$ cat config.mk
export PLATFORM = sky130hd
export DESIGN_NAME = rcc_control_regs
export DESIGN_NICKNAME = d
export VERILOG_FILES = /design/src/hw/rcc_pkg.sv /design/src/hw/rcc_control_regs.sv /design/src/hw/rcc_retry_timer.sv
export VERILOG_INCLUDE_DIRS = /design/src /design/src/hw
export SDC_FILE = /design/constraint.sdc
export NUM_CORES = 1
export LEC_CHECK = 0
export ABC_AREA = 1
export ABC_CLOCK_PERIOD_IN_PS = 1800
export BUFFER_PORTS_ARGS = -buffer_cell sky130_fd_sc_hd__buf_2
export CAP_MARGIN = 30
export CORE_MARGIN = 2
export CORE_UTILIZATION = 55
export CTS_BUF_LIST = sky130_fd_sc_hd__clkbuf_4 sky130_fd_sc_hd__clkbuf_8
export CTS_CLUSTER_SIZE = 28
export DETAILED_ROUTE_END_ITERATION = 8
export PLACE_DENSITY = 0.83
export SETUP_SLACK_MARGIN = 0.4
export SLEW_MARGIN = 0
export SYNTH_ARGS = -nofsm -noshare
export SYNTH_HDL_FRONTEND = slang
export SYNTH_HIERARCHICAL = 1
export SYNTH_SLANG_ARGS = --single-unit
export TNS_END_PERCENT = 1
$ cat constraint.sdc
create_clock -name clk -period 1.8 [get_ports clk]
set_input_delay 0.09 -clock clk [delete_from_list [all_inputs] [get_ports clk]]
set_output_delay 0.09 -clock clk [all_outputs]
set_load 0.05 [all_outputs]
$ cat src/hw/rcc_regs.svh
// Offsets, field positions, reset values and timing counts for the block
// Overview of operation
// - Bits 10:8 select pin 2; 000 is input 2
// - Bits 6:4 select pin 1; 000 is input 1
// - Bits 2:0 select pin 0; 000 is input 0
// - Routing bits 11, 7, 3 read zero
// - Unreturned retry after 2^15 cycles sets flag
// - Write one clears expired flag, else holds
// - Bit 7 enables host retry counter, reset one
// - Bit 6 enables card retry counter, reset one
// - Bit 5 flags card target B expiry
// - Bit 3 flags card target A expiry
// - Bit 1 flags host target expiry
// - Retry status bits 4, 2, 0 read zero
// - Global bits shared; software uses function 0
// - Marked bits cleared only by global reset
// - Card control bit 7 enables ring output
// - Bit 6 tristates that socket's video port
// - Video bit aliases socket enable per function
// - Bit 2 zero routes audio; function 0 wins
// - Bit 1 forwards speakers, sockets XORed
// - Speaker pin drives only when enabled somewhere
// - Bit 0 per-socket interrupt flag, write-one clears
// - Card control bits 4, 3 read zero
`ifndef RCC_REGS_SVH
`define RCC_REGS_SVH

`define RCC_ROUTE_LO_OFF 8'h8C
`define RCC_ROUTE_HI_OFF 8'h8D
`define RCC_RETRY_OFF 8'h90
`define RCC_CARD_OFF 8'h91

`define RCC_RETRY_RESET 8'hC0
`define RCC_CARD_RESET 8'h00
`define RCC_SEL_RESET 3'h0
`define RCC_SEL_GENERAL_INPUT 3'h0

`define RCC_HOST_EN_BIT 7
`define RCC_CARD_EN_BIT 6
`define RCC_EXP_B_BIT 5
`define RCC_EXP_A_BIT 3
`define RCC_EXP_HOST_BIT 1

`define RCC_RING_EN_BIT 7
`define RCC_VIDEO_BIT 6
`define RCC_SPARE_BIT 5
`define RCC_AUDIO_DIS_BIT 2
`define RCC_SPEAKER_BIT 1
`define RCC_IRQ_FLAG_BIT 0

`define RCC_RETRY_LIMIT_CYCLES 32768

`endif

$ cat src/hw/rcc_pkg.sv
// Types shared by the retry and slot control logic
package rcc_pkg;

    typedef struct packed {
        logic func;
        logic [7:0] addr;
        logic wr;
        logic rd;
        logic [7:0] wdata;
    } rcc_cfg_req_t;

    typedef struct packed {
        logic [2:0] pin2;
        logic [2:0] pin1;
        logic [2:0] pin0;
    } rcc_pin_sel_t;

    typedef struct packed {
        logic bus_reset;
        logic [2:0] multi_pin;
        logic [1:0] irq;
        logic [1:0] speaker;
        logic [1:0] audio;
        logic [1:0] ring;
    } rcc_pins_t;

    typedef enum logic [1:0] {
        RCC_IDLE = 2'b01,
        RCC_WAIT = 2'b10
    } rcc_timer_state_t;

endpackage

$ cat src/hw/rcc_control_regs.sv
// Pin routing, retry status and slot control configuration registers
`timescale 1ns/1ps
`default_nettype none
`include "rcc_regs.svh"
module rcc_control_regs
    import rcc_pkg::*;
#(
    parameter int RETRY_LIMIT = `RCC_RETRY_LIMIT_CYCLES
) (
    input wire logic clk,
    input wire logic reset,
    input wire rcc_cfg_req_t cfg_req,
    input wire rcc_pins_t pins,
    input wire logic host_retry_issued,
    input wire logic host_retry_returned,
    input wire logic [1:0] card_retry_issued,
    input wire logic [1:0] card_retry_returned,
    output logic [7:0] cfg_rdata,
    output logic cfg_rvalid,
    output var rcc_pin_sel_t pin_select,
    output logic [2:0] general_input,
    output logic ring_indicate_pin,
    output logic [1:0] video_port_tristate,
    output logic audio_pulse_width_output,
    output logic host_speaker_pin,
    output logic host_speaker_oe_n
);
    // Input synchronisers
    rcc_pins_t sync1_reg;
    rcc_pins_t sync2_reg;

    always_ff @(posedge clk or posedge reset) begin
        if (reset) begin
            sync1_reg <= '0;
            sync2_reg <= '0;
        end else begin
            sync1_reg <= pins;
            sync2_reg <= sync1_reg;
        end
    end

    // Decoded accesses
    logic wr_route_lo;
    logic wr_route_hi;
    logic wr_retry;
    logic wr_card;
    logic [7:0] wd;
    logic fn;

    assign wd = cfg_req.wdata;
    assign fn = cfg_req.func;
    assign wr_route_lo = cfg_req.wr && cfg_req.addr == `RCC_ROUTE_LO_OFF;
    assign wr_route_hi = cfg_req.wr && cfg_req.addr == `RCC_ROUTE_HI_OFF;
    assign wr_retry = cfg_req.wr && cfg_req.addr == `RCC_RETRY_OFF;
    assign wr_card = cfg_req.wr && cfg_req.addr == `RCC_CARD_OFF;

    // Pin routing selects, shared by both functions
    always_ff @(posedge clk or posedge reset) begin
        if (reset) begin
            pin_select <= '{`RCC_SEL_RESET, `RCC_SEL_RESET, `RCC_SEL_RESET};
        end else begin
            if (wr_route_lo) begin
                pin_select.pin0 <= wd[2:0];
                pin_select.pin1 <= wd[6:4];
            end
            if (wr_route_hi) begin
                pin_select.pin2 <= wd[2:0];
            end
        end
    end

    // Pins routed as general inputs when their select is zero
    always_ff @(posedge clk or posedge reset) begin
        if (reset) begin
            general_input <= 3'h0;
        end else begin
            general_input[0] <= (pin_select.pin0 == `RCC_SEL_GENERAL_INPUT)
                && sync2_reg.multi_pin[0];
            general_input[1] <= (pin_select.pin1 == `RCC_SEL_GENERAL_INPUT)
                && sync2_reg.multi_pin[1];
            general_input[2] <= (pin_select.pin2 == `RCC_SEL_GENERAL_INPUT)
                && sync2_reg.multi_pin[2];
        end
    end

    // Retry counter enables, global
    logic host_en_reg;
    logic card_en_reg;
    localparam logic [7:0] RETRY_RST = `RCC_RETRY_RESET;

    always_ff @(posedge clk or posedge reset) begin
        if (reset) begin
            host_en_reg <= RETRY_RST[`RCC_HOST_EN_BIT];
            card_en_reg <= RETRY_RST[`RCC_CARD_EN_BIT];
        end else if (wr_retry) begin
            host_en_reg <= wd[`RCC_HOST_EN_BIT];
            card_en_reg <= wd[`RCC_CARD_EN_BIT];
        end
    end

    // Retry timers and expiry flags: 0 host, 1 card A, 2 card B
    logic [2:0] timer_issued;
    logic [2:0] timer_returned;
    logic [2:0] timer_enable;
    logic [2:0] timer_exp;
    logic [2:0] expired_reg;

    assign timer_issued = {card_retry_issued, host_retry_issued};
    assign timer_returned = {card_retry_returned, host_retry_returned};
    assign timer_enable = {card_en_reg, card_en_reg, host_en_reg};

    for (genvar i = 0; i < 3; i++) begin : g_retry
        localparam int P = (i == 0) ? `RCC_EXP_HOST_BIT :
            (i == 1) ? `RCC_EXP_A_BIT : `RCC_EXP_B_BIT;

        rcc_retry_timer #(
            .LIMIT(RETRY_LIMIT)
        ) u_timer (
            .clk(clk),
            .reset(reset),
            .enable(timer_enable[i]),
            .issued(timer_issued[i]),
            .returned(timer_returned[i]),
            .expired(timer_exp[i])
        );

        always_ff @(posedge clk or posedge reset) begin
            if (reset) begin
                expired_reg[i] <= 1'b0;
            end else if (timer_exp[i]) begin
                expired_reg[i] <= 1'b1;
            end else if (wr_retry && wd[P]) begin
                expired_reg[i] <= 1'b0;
            end
        end
    end

    // Slot control: ring enable global, the rest per function
    logic ring_en_reg;
    logic [1:0] spare_reg;
    logic [1:0] aud_dis_reg;
    logic [1:0] spk_en_reg;
    logic [1:0] ifg_reg;

    always_ff @(posedge clk or posedge reset) begin
        if (reset) begin
            ring_en_reg <= 1'b0;
        end else if (wr_card) begin
            ring_en_reg <= wd[`RCC_RING_EN_BIT];
        end
    end

    // Spare bit is not global-reset only: the bus reset clears it too
    always_ff @(posedge clk or posedge reset) begin
        if (reset) begin
            spare_reg <= 2'h0;
        end else if (sync2_reg.bus_reset) begin
            spare_reg <= 2'h0;
        end else if (wr_card) begin
            spare_reg[fn] <= wd[`RCC_SPARE_BIT];
        end
    end

    for (genvar s = 0; s < 2; s++) begin : g_slot
        always_ff @(posedge clk or posedge reset) begin
            if (reset) begin
                video_port_tristate[s] <= 1'b0;
                aud_dis_reg[s] <= 1'b0;
                spk_en_reg[s] <= 1'b0;
            end else if (wr_card && fn == s) begin
                video_port_tristate[s] <= wd[`RCC_VIDEO_BIT];
                aud_dis_reg[s] <= wd[`RCC_AUDIO_DIS_BIT];
                spk_en_reg[s] <= wd[`RCC_SPEAKER_BIT];
            end
        end

        always_ff @(posedge clk or posedge reset) begin
            if (reset) begin
                ifg_reg[s] <= 1'b0;
            end else if (sync2_reg.irq[s]) begin
                ifg_reg[s] <= 1'b1;
            end else if (wr_card && fn == s && wd[`RCC_IRQ_FLAG_BIT]) begin
                ifg_reg[s] <= 1'b0;
            end
        end
    end

    // Pin outputs
    always_ff @(posedge clk or posedge reset) begin
        if (reset) begin
            ring_indicate_pin <= 1'b0;
            audio_pulse_width_output <= 1'b0;
            host_speaker_pin <= 1'b0;
            host_speaker_oe_n <= 1'b1;
        end else begin
            ring_indicate_pin <= ring_en_reg && |sync2_reg.ring;
            if (!aud_dis_reg[0]) begin
                audio_pulse_width_output <= sync2_reg.audio[0];
            end else if (!aud_dis_reg[1]) begin
                audio_pulse_width_output <= sync2_reg.audio[1];
            end else begin
                audio_pulse_width_output <= 1'b0;
            end
            host_speaker_pin <= (spk_en_reg[0] && sync2_reg.speaker[0])
                ^ (spk_en_reg[1] && sync2_reg.speaker[1]);
            host_speaker_oe_n <= ~|spk_en_reg;
        end
    end

    // Read path, answer one cycle after the request
    logic [7:0] rd_next;

    always_comb begin
        rd_next = 8'h00;
        unique case (cfg_req.addr)
            `RCC_ROUTE_LO_OFF: begin
                rd_next = {1'b0, pin_select.pin1, 1'b0,
                    pin_select.pin0};
            end
            `RCC_ROUTE_HI_OFF: begin
                rd_next = {5'h00, pin_select.pin2};
            end
            `RCC_RETRY_OFF: begin
                rd_next = {host_en_reg, card_en_reg, expired_reg[2], 1'b0,
                    expired_reg[1], 1'b0, expired_reg[0], 1'b0};
            end
            `RCC_CARD_OFF: begin
                rd_next = {ring_en_reg, video_port_tristate[fn],
                    spare_reg[fn], 2'h0, aud_dis_reg[fn], spk_en_reg[fn],
                    ifg_reg[fn]};
            end
            default: begin
                rd_next = 8'h00;
            end
        endcase
    end

    always_ff @(posedge clk or posedge reset) begin
        if (reset) begin
            cfg_rdata <= 8'h00;
            cfg_rvalid <= 1'b0;
        end else begin
            cfg_rvalid <= cfg_req.rd;
            cfg_rdata <= cfg_req.rd ? rd_next : 8'h00;
        end
    end

    a_route_reserved: assert property (@(posedge clk) disable iff (reset)
        cfg_req.rd && cfg_req.addr == `RCC_ROUTE_LO_OFF
            |=> cfg_rvalid && !cfg_rdata[3] && !cfg_rdata[7]
            && cfg_rdata[2:0] == $past(pin_select.pin0))
        else $error("routing read wrong");

    a_retry_reserved: assert property (@(posedge clk)
        disable iff (reset)
        cfg_req.rd && cfg_req.addr == `RCC_RETRY_OFF
            |=> cfg_rdata[4] == 1'b0 && cfg_rdata[2] == 1'b0
            && cfg_rdata[0] == 1'b0 && cfg_rdata[7] == $past(host_en_reg))
        else $error("retry status read wrong");

    a_card_reserved: assert property (@(posedge clk) disable iff (reset)
        cfg_req.rd && cfg_req.addr == `RCC_CARD_OFF
            |=> cfg_rdata[4:3] == 2'h0 && cfg_rdata[7] == $past(ring_en_reg))
        else $error("card control read wrong");

    a_expiry_sets: assert property (@(posedge clk) disable iff (reset)
        timer_exp[0] |=> expired_reg[0] ##1 (expired_reg[0]
            || $past(wr_retry && wd[`RCC_EXP_HOST_BIT])))
        else $error("host expiry flag not set");

    a_flag_clear: assert property (@(posedge clk) disable iff (reset)
        wr_retry && wd[`RCC_EXP_A_BIT] && !timer_exp[1] |=> !expired_reg[1])
        else $error("card A flag not cleared");

    a_zero_keeps: assert property (@(posedge clk) disable iff (reset)
        expired_reg[2] && !(wr_retry && wd[`RCC_EXP_B_BIT])
            |=> expired_reg[2])
        else $error("card B flag lost");

    a_set_wins: assert property (@(posedge clk) disable iff (reset)
        wr_card && fn == 1'b0 && wd[0] && sync2_reg.irq[0] |=> ifg_reg[0])
        else $error("interrupt flag lost to clear");

    a_speaker_oe: assert property (@(posedge clk) disable iff (reset)
        spk_en_reg == 2'h0 |=> host_speaker_oe_n && !host_speaker_pin)
        else $error("speaker driven while disabled");

    a_ring_gate: assert property (@(posedge clk) disable iff (reset)
        !ring_en_reg |=> !ring_indicate_pin)
        else $error("ring output while disabled");

    a_audio_first: assert property (@(posedge clk) disable iff (reset)
        !aud_dis_reg[0]
            |=> audio_pulse_width_output == $past(sync2_reg.audio[0]))
        else $error("function 0 audio not routed");

    a_keep_global: assert property (@(posedge clk) disable iff (reset)
        sync2_reg.bus_reset && !wr_card && !wr_retry
            |=> $stable(ring_en_reg) && $stable(host_en_reg))
        else $error("global bit lost to bus reset");

    a_video_alias: assert property (@(posedge clk) disable iff (reset)
        wr_card && fn |=> video_port_tristate[1] == $past(wd[`RCC_VIDEO_BIT])
            && $stable(video_port_tristate[0]))
        else $error("function 1 video alias wrong");

endmodule // rcc_control_regs
`default_nettype wire

$ cat src/hw/rcc_retry_timer.sv
// Retry time-out counter for one target
`timescale 1ns/1ps
`default_nettype none
module rcc_retry_timer
    import rcc_pkg::*;
#(
    parameter int LIMIT = 32768
) (
    input wire logic clk,
    input wire logic reset,
    input wire logic enable,
    input wire logic issued,
    input wire logic returned,
    output logic expired
);
    localparam int CW = $clog2(LIMIT) + 1;

    rcc_timer_state_t state_reg;
    logic [CW-1:0] count_reg;

    always_ff @(posedge clk or posedge reset) begin
        if (reset) begin
            state_reg <= RCC_IDLE;
            count_reg <= '0;
            expired <= 1'b0;
        end else begin
            expired <= 1'b0;
            unique case (state_reg)
                RCC_IDLE: begin
                    count_reg <= '0;
                    if (enable && issued) begin
                        state_reg <= RCC_WAIT;
                    end
                end
                RCC_WAIT: begin
                    if (!enable || returned) begin
                        state_reg <= RCC_IDLE;
                    end else if (count_reg == CW'(LIMIT - 1)) begin
                        expired <= 1'b1;
                        state_reg <= RCC_IDLE;
                    end else begin
                        count_reg <= count_reg + 1'b1;
                    end
                end
            endcase
        end
    end

    a_expire_count: assert property (@(posedge clk) disable iff (reset)
        expired |-> ($past(count_reg) == CW'(LIMIT - 1)
            && $past(state_reg) == RCC_WAIT && $past(enable)))
        else $error("retry expiry without full count");

endmodule // rcc_retry_timer
`default_nettype wire

# Word level (Yosys, flattened, before mapping)
# Cells that the tools add are included.
[classes]
reduce_logical = 44
eq_ne = 25
addsub = 3
shifts = 0
order_cmp = 2
multipliers = 0
bitwise_logic = 2
div = 0
mux = 59
[op_table]
columns = ["cell", "count"]
rows = [
  ["$mux W16", 6],
  ["$pmux W16 S2", 3],
  ["$add A16 B1 Y16 const B", 3],
  ["$eq A16 B15 Y1 const B", 3],
  ["$eq A8 B8 Y1 const B", 4],
  ["$mux W1", 32],
  ["$pmux W8 S4", 1],
  ["$mux W2", 11],
  ["$logic_and A1 B1 Y1", 21],
  ["$ne A2 B2 Y1 const B", 6],
  ["$pmux W2 S2", 3],
  ["$reduce_and A2 Y1", 6],
  ["$reduce_bool A2 Y1", 6],
  ["$logic_not A3 Y1", 3],
  ["$ne A3 B1 Y1 const B", 3],
  ["$mux W8", 1],
  ["$eq A2 B1 Y1 const B", 3],
  ["$eq A2 B2 Y1 const B", 3],
  ["$ne A2 B1 Y1 const B", 3],
  ["$reduce_or A2 Y1", 2],
  ["$logic_not A1 Y1", 3],
  ["$logic_or A1 B1 Y1", 3],
  ["$bwmux W2", 1],
  ["$lt A1 B2 Y1 const B", 1],
  ["4 further kinds", 4],
]
[word_totals]
latchBits = 0
mem_count = 0
elab_cells = 181
rom_bits = 0
reg_bits = 122
mem_bits_rw = 0
inputBits = 39

# Depth between registers and ports, before layout
[depth]
word_depth = 7
depth_mapped = 10
depth_no_buf = 10

# By module
# Netlist, hierarchy kept.
[by_module_without_submodules]
columns = ["module", "n_inst", "cells_per_inst", "area_per_inst_um2"]
rows = [
  ["rcc_retry_timer", 3, 164, 1278.7],
  ["rcc_control_regs", 1, 259, 2537.4],
]

# Least setup slack after synthesis
# No wires, ideal clock.
[synth_path]
path_kind = "register to register"
start = "reg g_retry[2].u_timer.count_reg[0]"
end = "reg g_retry[2].u_timer.count_reg[2]"
n_path_buf = 1
arrival_time_ps = 1373
setup_ps = 74
path_stages_with_launch = 11
setup_slack_ps = 353
path_cell_list = "dfrtp_1 ha_1 inv_2 nor2_4 nand2_4 nor2_8 nand2_4 nand2_8 buf_12 nand2_1 o21ai_2"
[synth_between]
elab_chain_cells = 4
word_cells_on_any_way = 7
classes_between = "add/sub: 1; eq/ne: 2; mux: 3; reduce/logical: 1"
[synth_rtl]
columns = ["item", "line_no", "source"]
rows = [
  ["start: declaration", "rcc_retry_timer.sv:19", "logic [CW-1:0] count_reg;"],
  ["start signal: assignment", "rcc_retry_timer.sv:42", "count_reg <= count_reg + 1'b1;"],
  ["$add A16 B1 Y16", "rcc_retry_timer.sv:42", ""],
  ["$mux W16", "rcc_retry_timer.sv:38", "end else if (count_reg == CW'(LIMIT - 1)) begin"],
  ["$mux W16", "rcc_retry_timer.sv:36", "if (!enable || returned) begin"],
  ["$pmux W16 S2", "rcc_retry_timer.sv:28", "unique case (state_reg)"],
]
# Parallel ways exist; a longest one is shown, timed or not. The select of a mux whose other input is x is not followed.
# A chain may end at the register's enable or synchronous reset.

# Final worst setup path
[layout_path]
start = "reg g_retry[0].u_timer.count_reg[9]"
end = "reg g_retry[0].u_timer.count_reg[3]"
[layout_between]
elab_chain_cells = 3
[layout_rtl]
columns = ["item", "line_no"]
rows = [
  ["start: declaration", "rcc_retry_timer.sv:19"],
  ["start signal: assignment", "rcc_retry_timer.sv:42"],
  ["$eq A16 B15 Y1", "rcc_retry_timer.sv:38"],
  ["$ne A2 B2 Y1 (no source line)", "--"],
  ["$reduce_and A2 Y1 (no source line)", "--"],
]
# Every way passes these cells.

==> run summary <==
Post-synthesis cell count: 751
Switch share: 0.3485
Register bit total from synthesis: 122
Boundary Pins: 66
Residual DRC count: 0
CP max FO: 6
Non-Filler Instances: 1036
Clock group share of total power: 0.351
Sequential share of the synthesized area: 0.4802
PD cells: 923.4 nW/um^2
Vias/cell: 5.442
Die W: 111.7 um
Fin nets: 923
Synth-to-Final Area Change: 23.14%
Avg Cell Area, Syn: 8.487 um^2
ANT cells: 0
Unique masters post-synth: 31
Top cells by area, synth: dfrtp_1 46%, nand2_1 14%, nand3_1 4.6%
Drt wl/cell: 14.93 um
Max reg flops: 48
Placed cell count: 950
Pwr Total: 7.247 mW
Least-Margin Pin Slew: 748.7 ps
Die Y: 111.7 um
Final Cell Area: 7849 um^2
Layout cells sized above 1: 0.2777
Core area: 11370 um^2
DP Wirelength: 9.429 mm
Deepest clock path buffer count: 2
RSZ-0062 raised after global routing: true
Max-slew violations: 0
Leakage: 3.740 nW
Initial antenna violation count: 0
Final worst path period need: 1485 ps
Post-layout util: 0.6903
Pint: 4.721 mW
Setup_tns: 0 ps
Pin count of the biggest net entering global routing: 66
Type of origin of the critical path: register
Arrival time at the worst endpoint: 1820 ps
Hold Path Class: input pin to register
First-pass GRT wire length: 25.43 mm
Warnings, synthesis: 6
Placed Instance Area: 6770 um^2
Initial DRC count: 430
VDD IR-drop max: 0.0006775 V
Vias: 5638
Combinational Power Share: 0.233
CTS root buf: clkbuf_8
Total CTS buffers: 17
Synth area leader: dfrtp_1
Post-synth ARST share: 1.000
WS Path Type: register to register
Count of antenna-violating nets left after detailed routing: 0
FMAX: 0.6736 GHz
Relative slew margins: 0.5003
Syn nets: 793
Max Cap Viol: 0
Worst endpoint required time: 2130 ps
Synth Flop Type: dfrtp_1
Gpl congestion: 0.8687
Worst Setup End Kind: register
PortBufs: 65
Final hold violation count: 0
Clock Sinks: 122
Final Cycle Share: 0.8248
Clock transition at path regs: 80 ps
CTS tree: done
Remaining Overflow, GRT: 0
Initial Util: 0.5606
Row count: 39
Post-synth top area share: 0.4554
All-layer global routing usage: 0.2536
Die ar.: 12470 um^2
Setup Skew: 13.92 ps
Post-Syn Area: 6374 um^2
Vias in the first global route: 5317
Flop pwr share: 0.416
H-tree depth: 4
First-pass detailed-route iteration total: 5
Final setup fails: 0
Clk_lat worst skew: 440 ps
Outcome: finished, final reports clean
Total Wirelength: 15.47 mm
Net switching power: 2.526 mW
Post-synth EDFFs: 0
-- timing repair --
action	CTS	global route
buffers inserted	14	10
pin swaps	9	10
resized for setup	19	25
setup endpoints to repair	52	55
hold buffers	25	0
gates cloned	6	0
hold endpoints to repair	162	0
-- final cells by class --
type	instances	area, um^2
well taps	143	178.9
clock inverters	13	167.7
flip-flops and latches	122	3068
multi-input cells	554	3131
fillers	847	3521
inverters	71	280.3
clock buffers	18	247.7
repair buffers	115	775.7
-- cell usage after synthesis, types with 2 or more instances --
library cell  number
inv_1             65
o21ai_0           24
buf_1              3
inv_2              6
nand3_1           58
a21oi_1            4
dfstp_2            6
nand2_1          233
nand2_4            7
o211ai_1           3
nand4_1           26
nor2_2             6
ha_1               3
nor2_1            76
dfrtp_1          116
buf_12             5
o21a_1             2
o21ai_1            3
nand2_8            3
nor4_1             3
nor2_8             7
o21bai_1          12
or2_2              6
nand2_2           15
xor2_1            13
nor2_4            12
nor3_1             6
o21ai_2           25
-- power by group through the flow --
stage               combinational (mW)  sequential (mW)  clock, mW
finish                            1.69             3.01       2.55
global route                      1.81             3.03       2.75
CTS                               1.63             3.01       2.58
detailed placement                1.29             3.06          0
global placement                  1.27             3.06          0
floorplan                         1.23             3.13          0
-- stage by stage --
step / setup WS [ps] / hold WS [ps]
2_1_floorplan: 353.1 / 40.39
5_1_grt: 220.4 / 15.67
6_report: 315.4 / 35.76
3_5_place_dp: 182.8 / 199.8
4_1_cts: 361.1 / 10.19
3_3_place_gp: 241.3 / 197.9
-- per-layer routing --
layer / up-vias / track usage / share of wire
met4: 0 / 0.08971 / 0.023
met3: 36 / 0.06315 / 0.056
li1: 2683 / - / -
met5: - / 0 / 0
met1: 2699 / 0.3256 / 0.42
met2: 220 / 0.4210 / 0.51
-- kinds of logic (layout without fill, tap and decap cells) --
group / count (synthesis) / in the layout / share of synthesized area
adders and majority gates: 3 / 3 / 0.005890
DFF: 122 / 122 / 0.4802
and+or+nand+nor: 459 / 465 / 0.3549
AOI/OAI and AO/OA: 73 / 73 / 0.07872
xor gates and xnor gates: 13 / 13 / 0.01786
buffers and inverters: 81 / 217 / 0.06242
-- path summary, 6_finish.rpt --
path / from / endpoint / slack, ps / depth (start not counted)
max: g_retry[0].u_timer/count_reg[9]$_DFFE_PP0P_ / g_retry[0].u_timer/count_reg[3]$_DFFE_PP0P_ / 320 / 9
min: host_retry_returned / g_retry[0].u_timer/expired$_DFF_PP0_ / 40 / 4
max reg2reg: g_retry[0].u_timer/count_reg[9]$_DFFE_PP0P_ / g_retry[0].u_timer/count_reg[3]$_DFFE_PP0P_ / 320 / 9
min reg2reg: sync1_reg[0]$_DFF_PP0_ / sync2_reg[0]$_DFF_PP0_ / 340 / 0
max in group asynchronous: reset / g_retry[1].u_timer/count_reg[2]$_DFFE_PP0P_ / 890 / 3
min in group asynchronous: reset / sync2_reg[0]$_DFF_PP0_ / 320 / 4
-- worst max-delay path, cell delays in order, from the launching register on --
cell     delay, ps
dfrtp_1        430
nand2_1        140
nor2_4         160
nand2_2        130
nor2_8         160
nand2_8        100
nand2_8        120
inv_6           40
nand2_2         50
nand2_2         50
-- cell usage in the layout, fill, tap and decap left out, types with 2 or more instances in the layout --
cell type,count
nand2_1,225
nand2_2,20
or2_2,6
ha_4,2
nor2_4,14
inv_2,3
buf_4,24
o211ai_1,3
nor2_2,13
nand2_4,10
nand3_1,58
o21bai_1,12
nor2_1,67
inv_6,4
inv_4,2
nor2_8,7
clkbuf_8,18
nand2_8,9
nand4_1,26
dfstp_2,6
o21a_1,2
o21ai_0,23
dlygate4sd3_1,25
dfrtp_2,6
nor3_1,6
clkinvlp_4,6
dfrtp_1,110
buf_2,65
xor2_1,13
o21ai_1,4
a21oi_1,4
nor4_1,3
bufinv_16,3
o21ai_2,25
inv_1,64
Note: power is estimated with default switching activity, not from simulation.
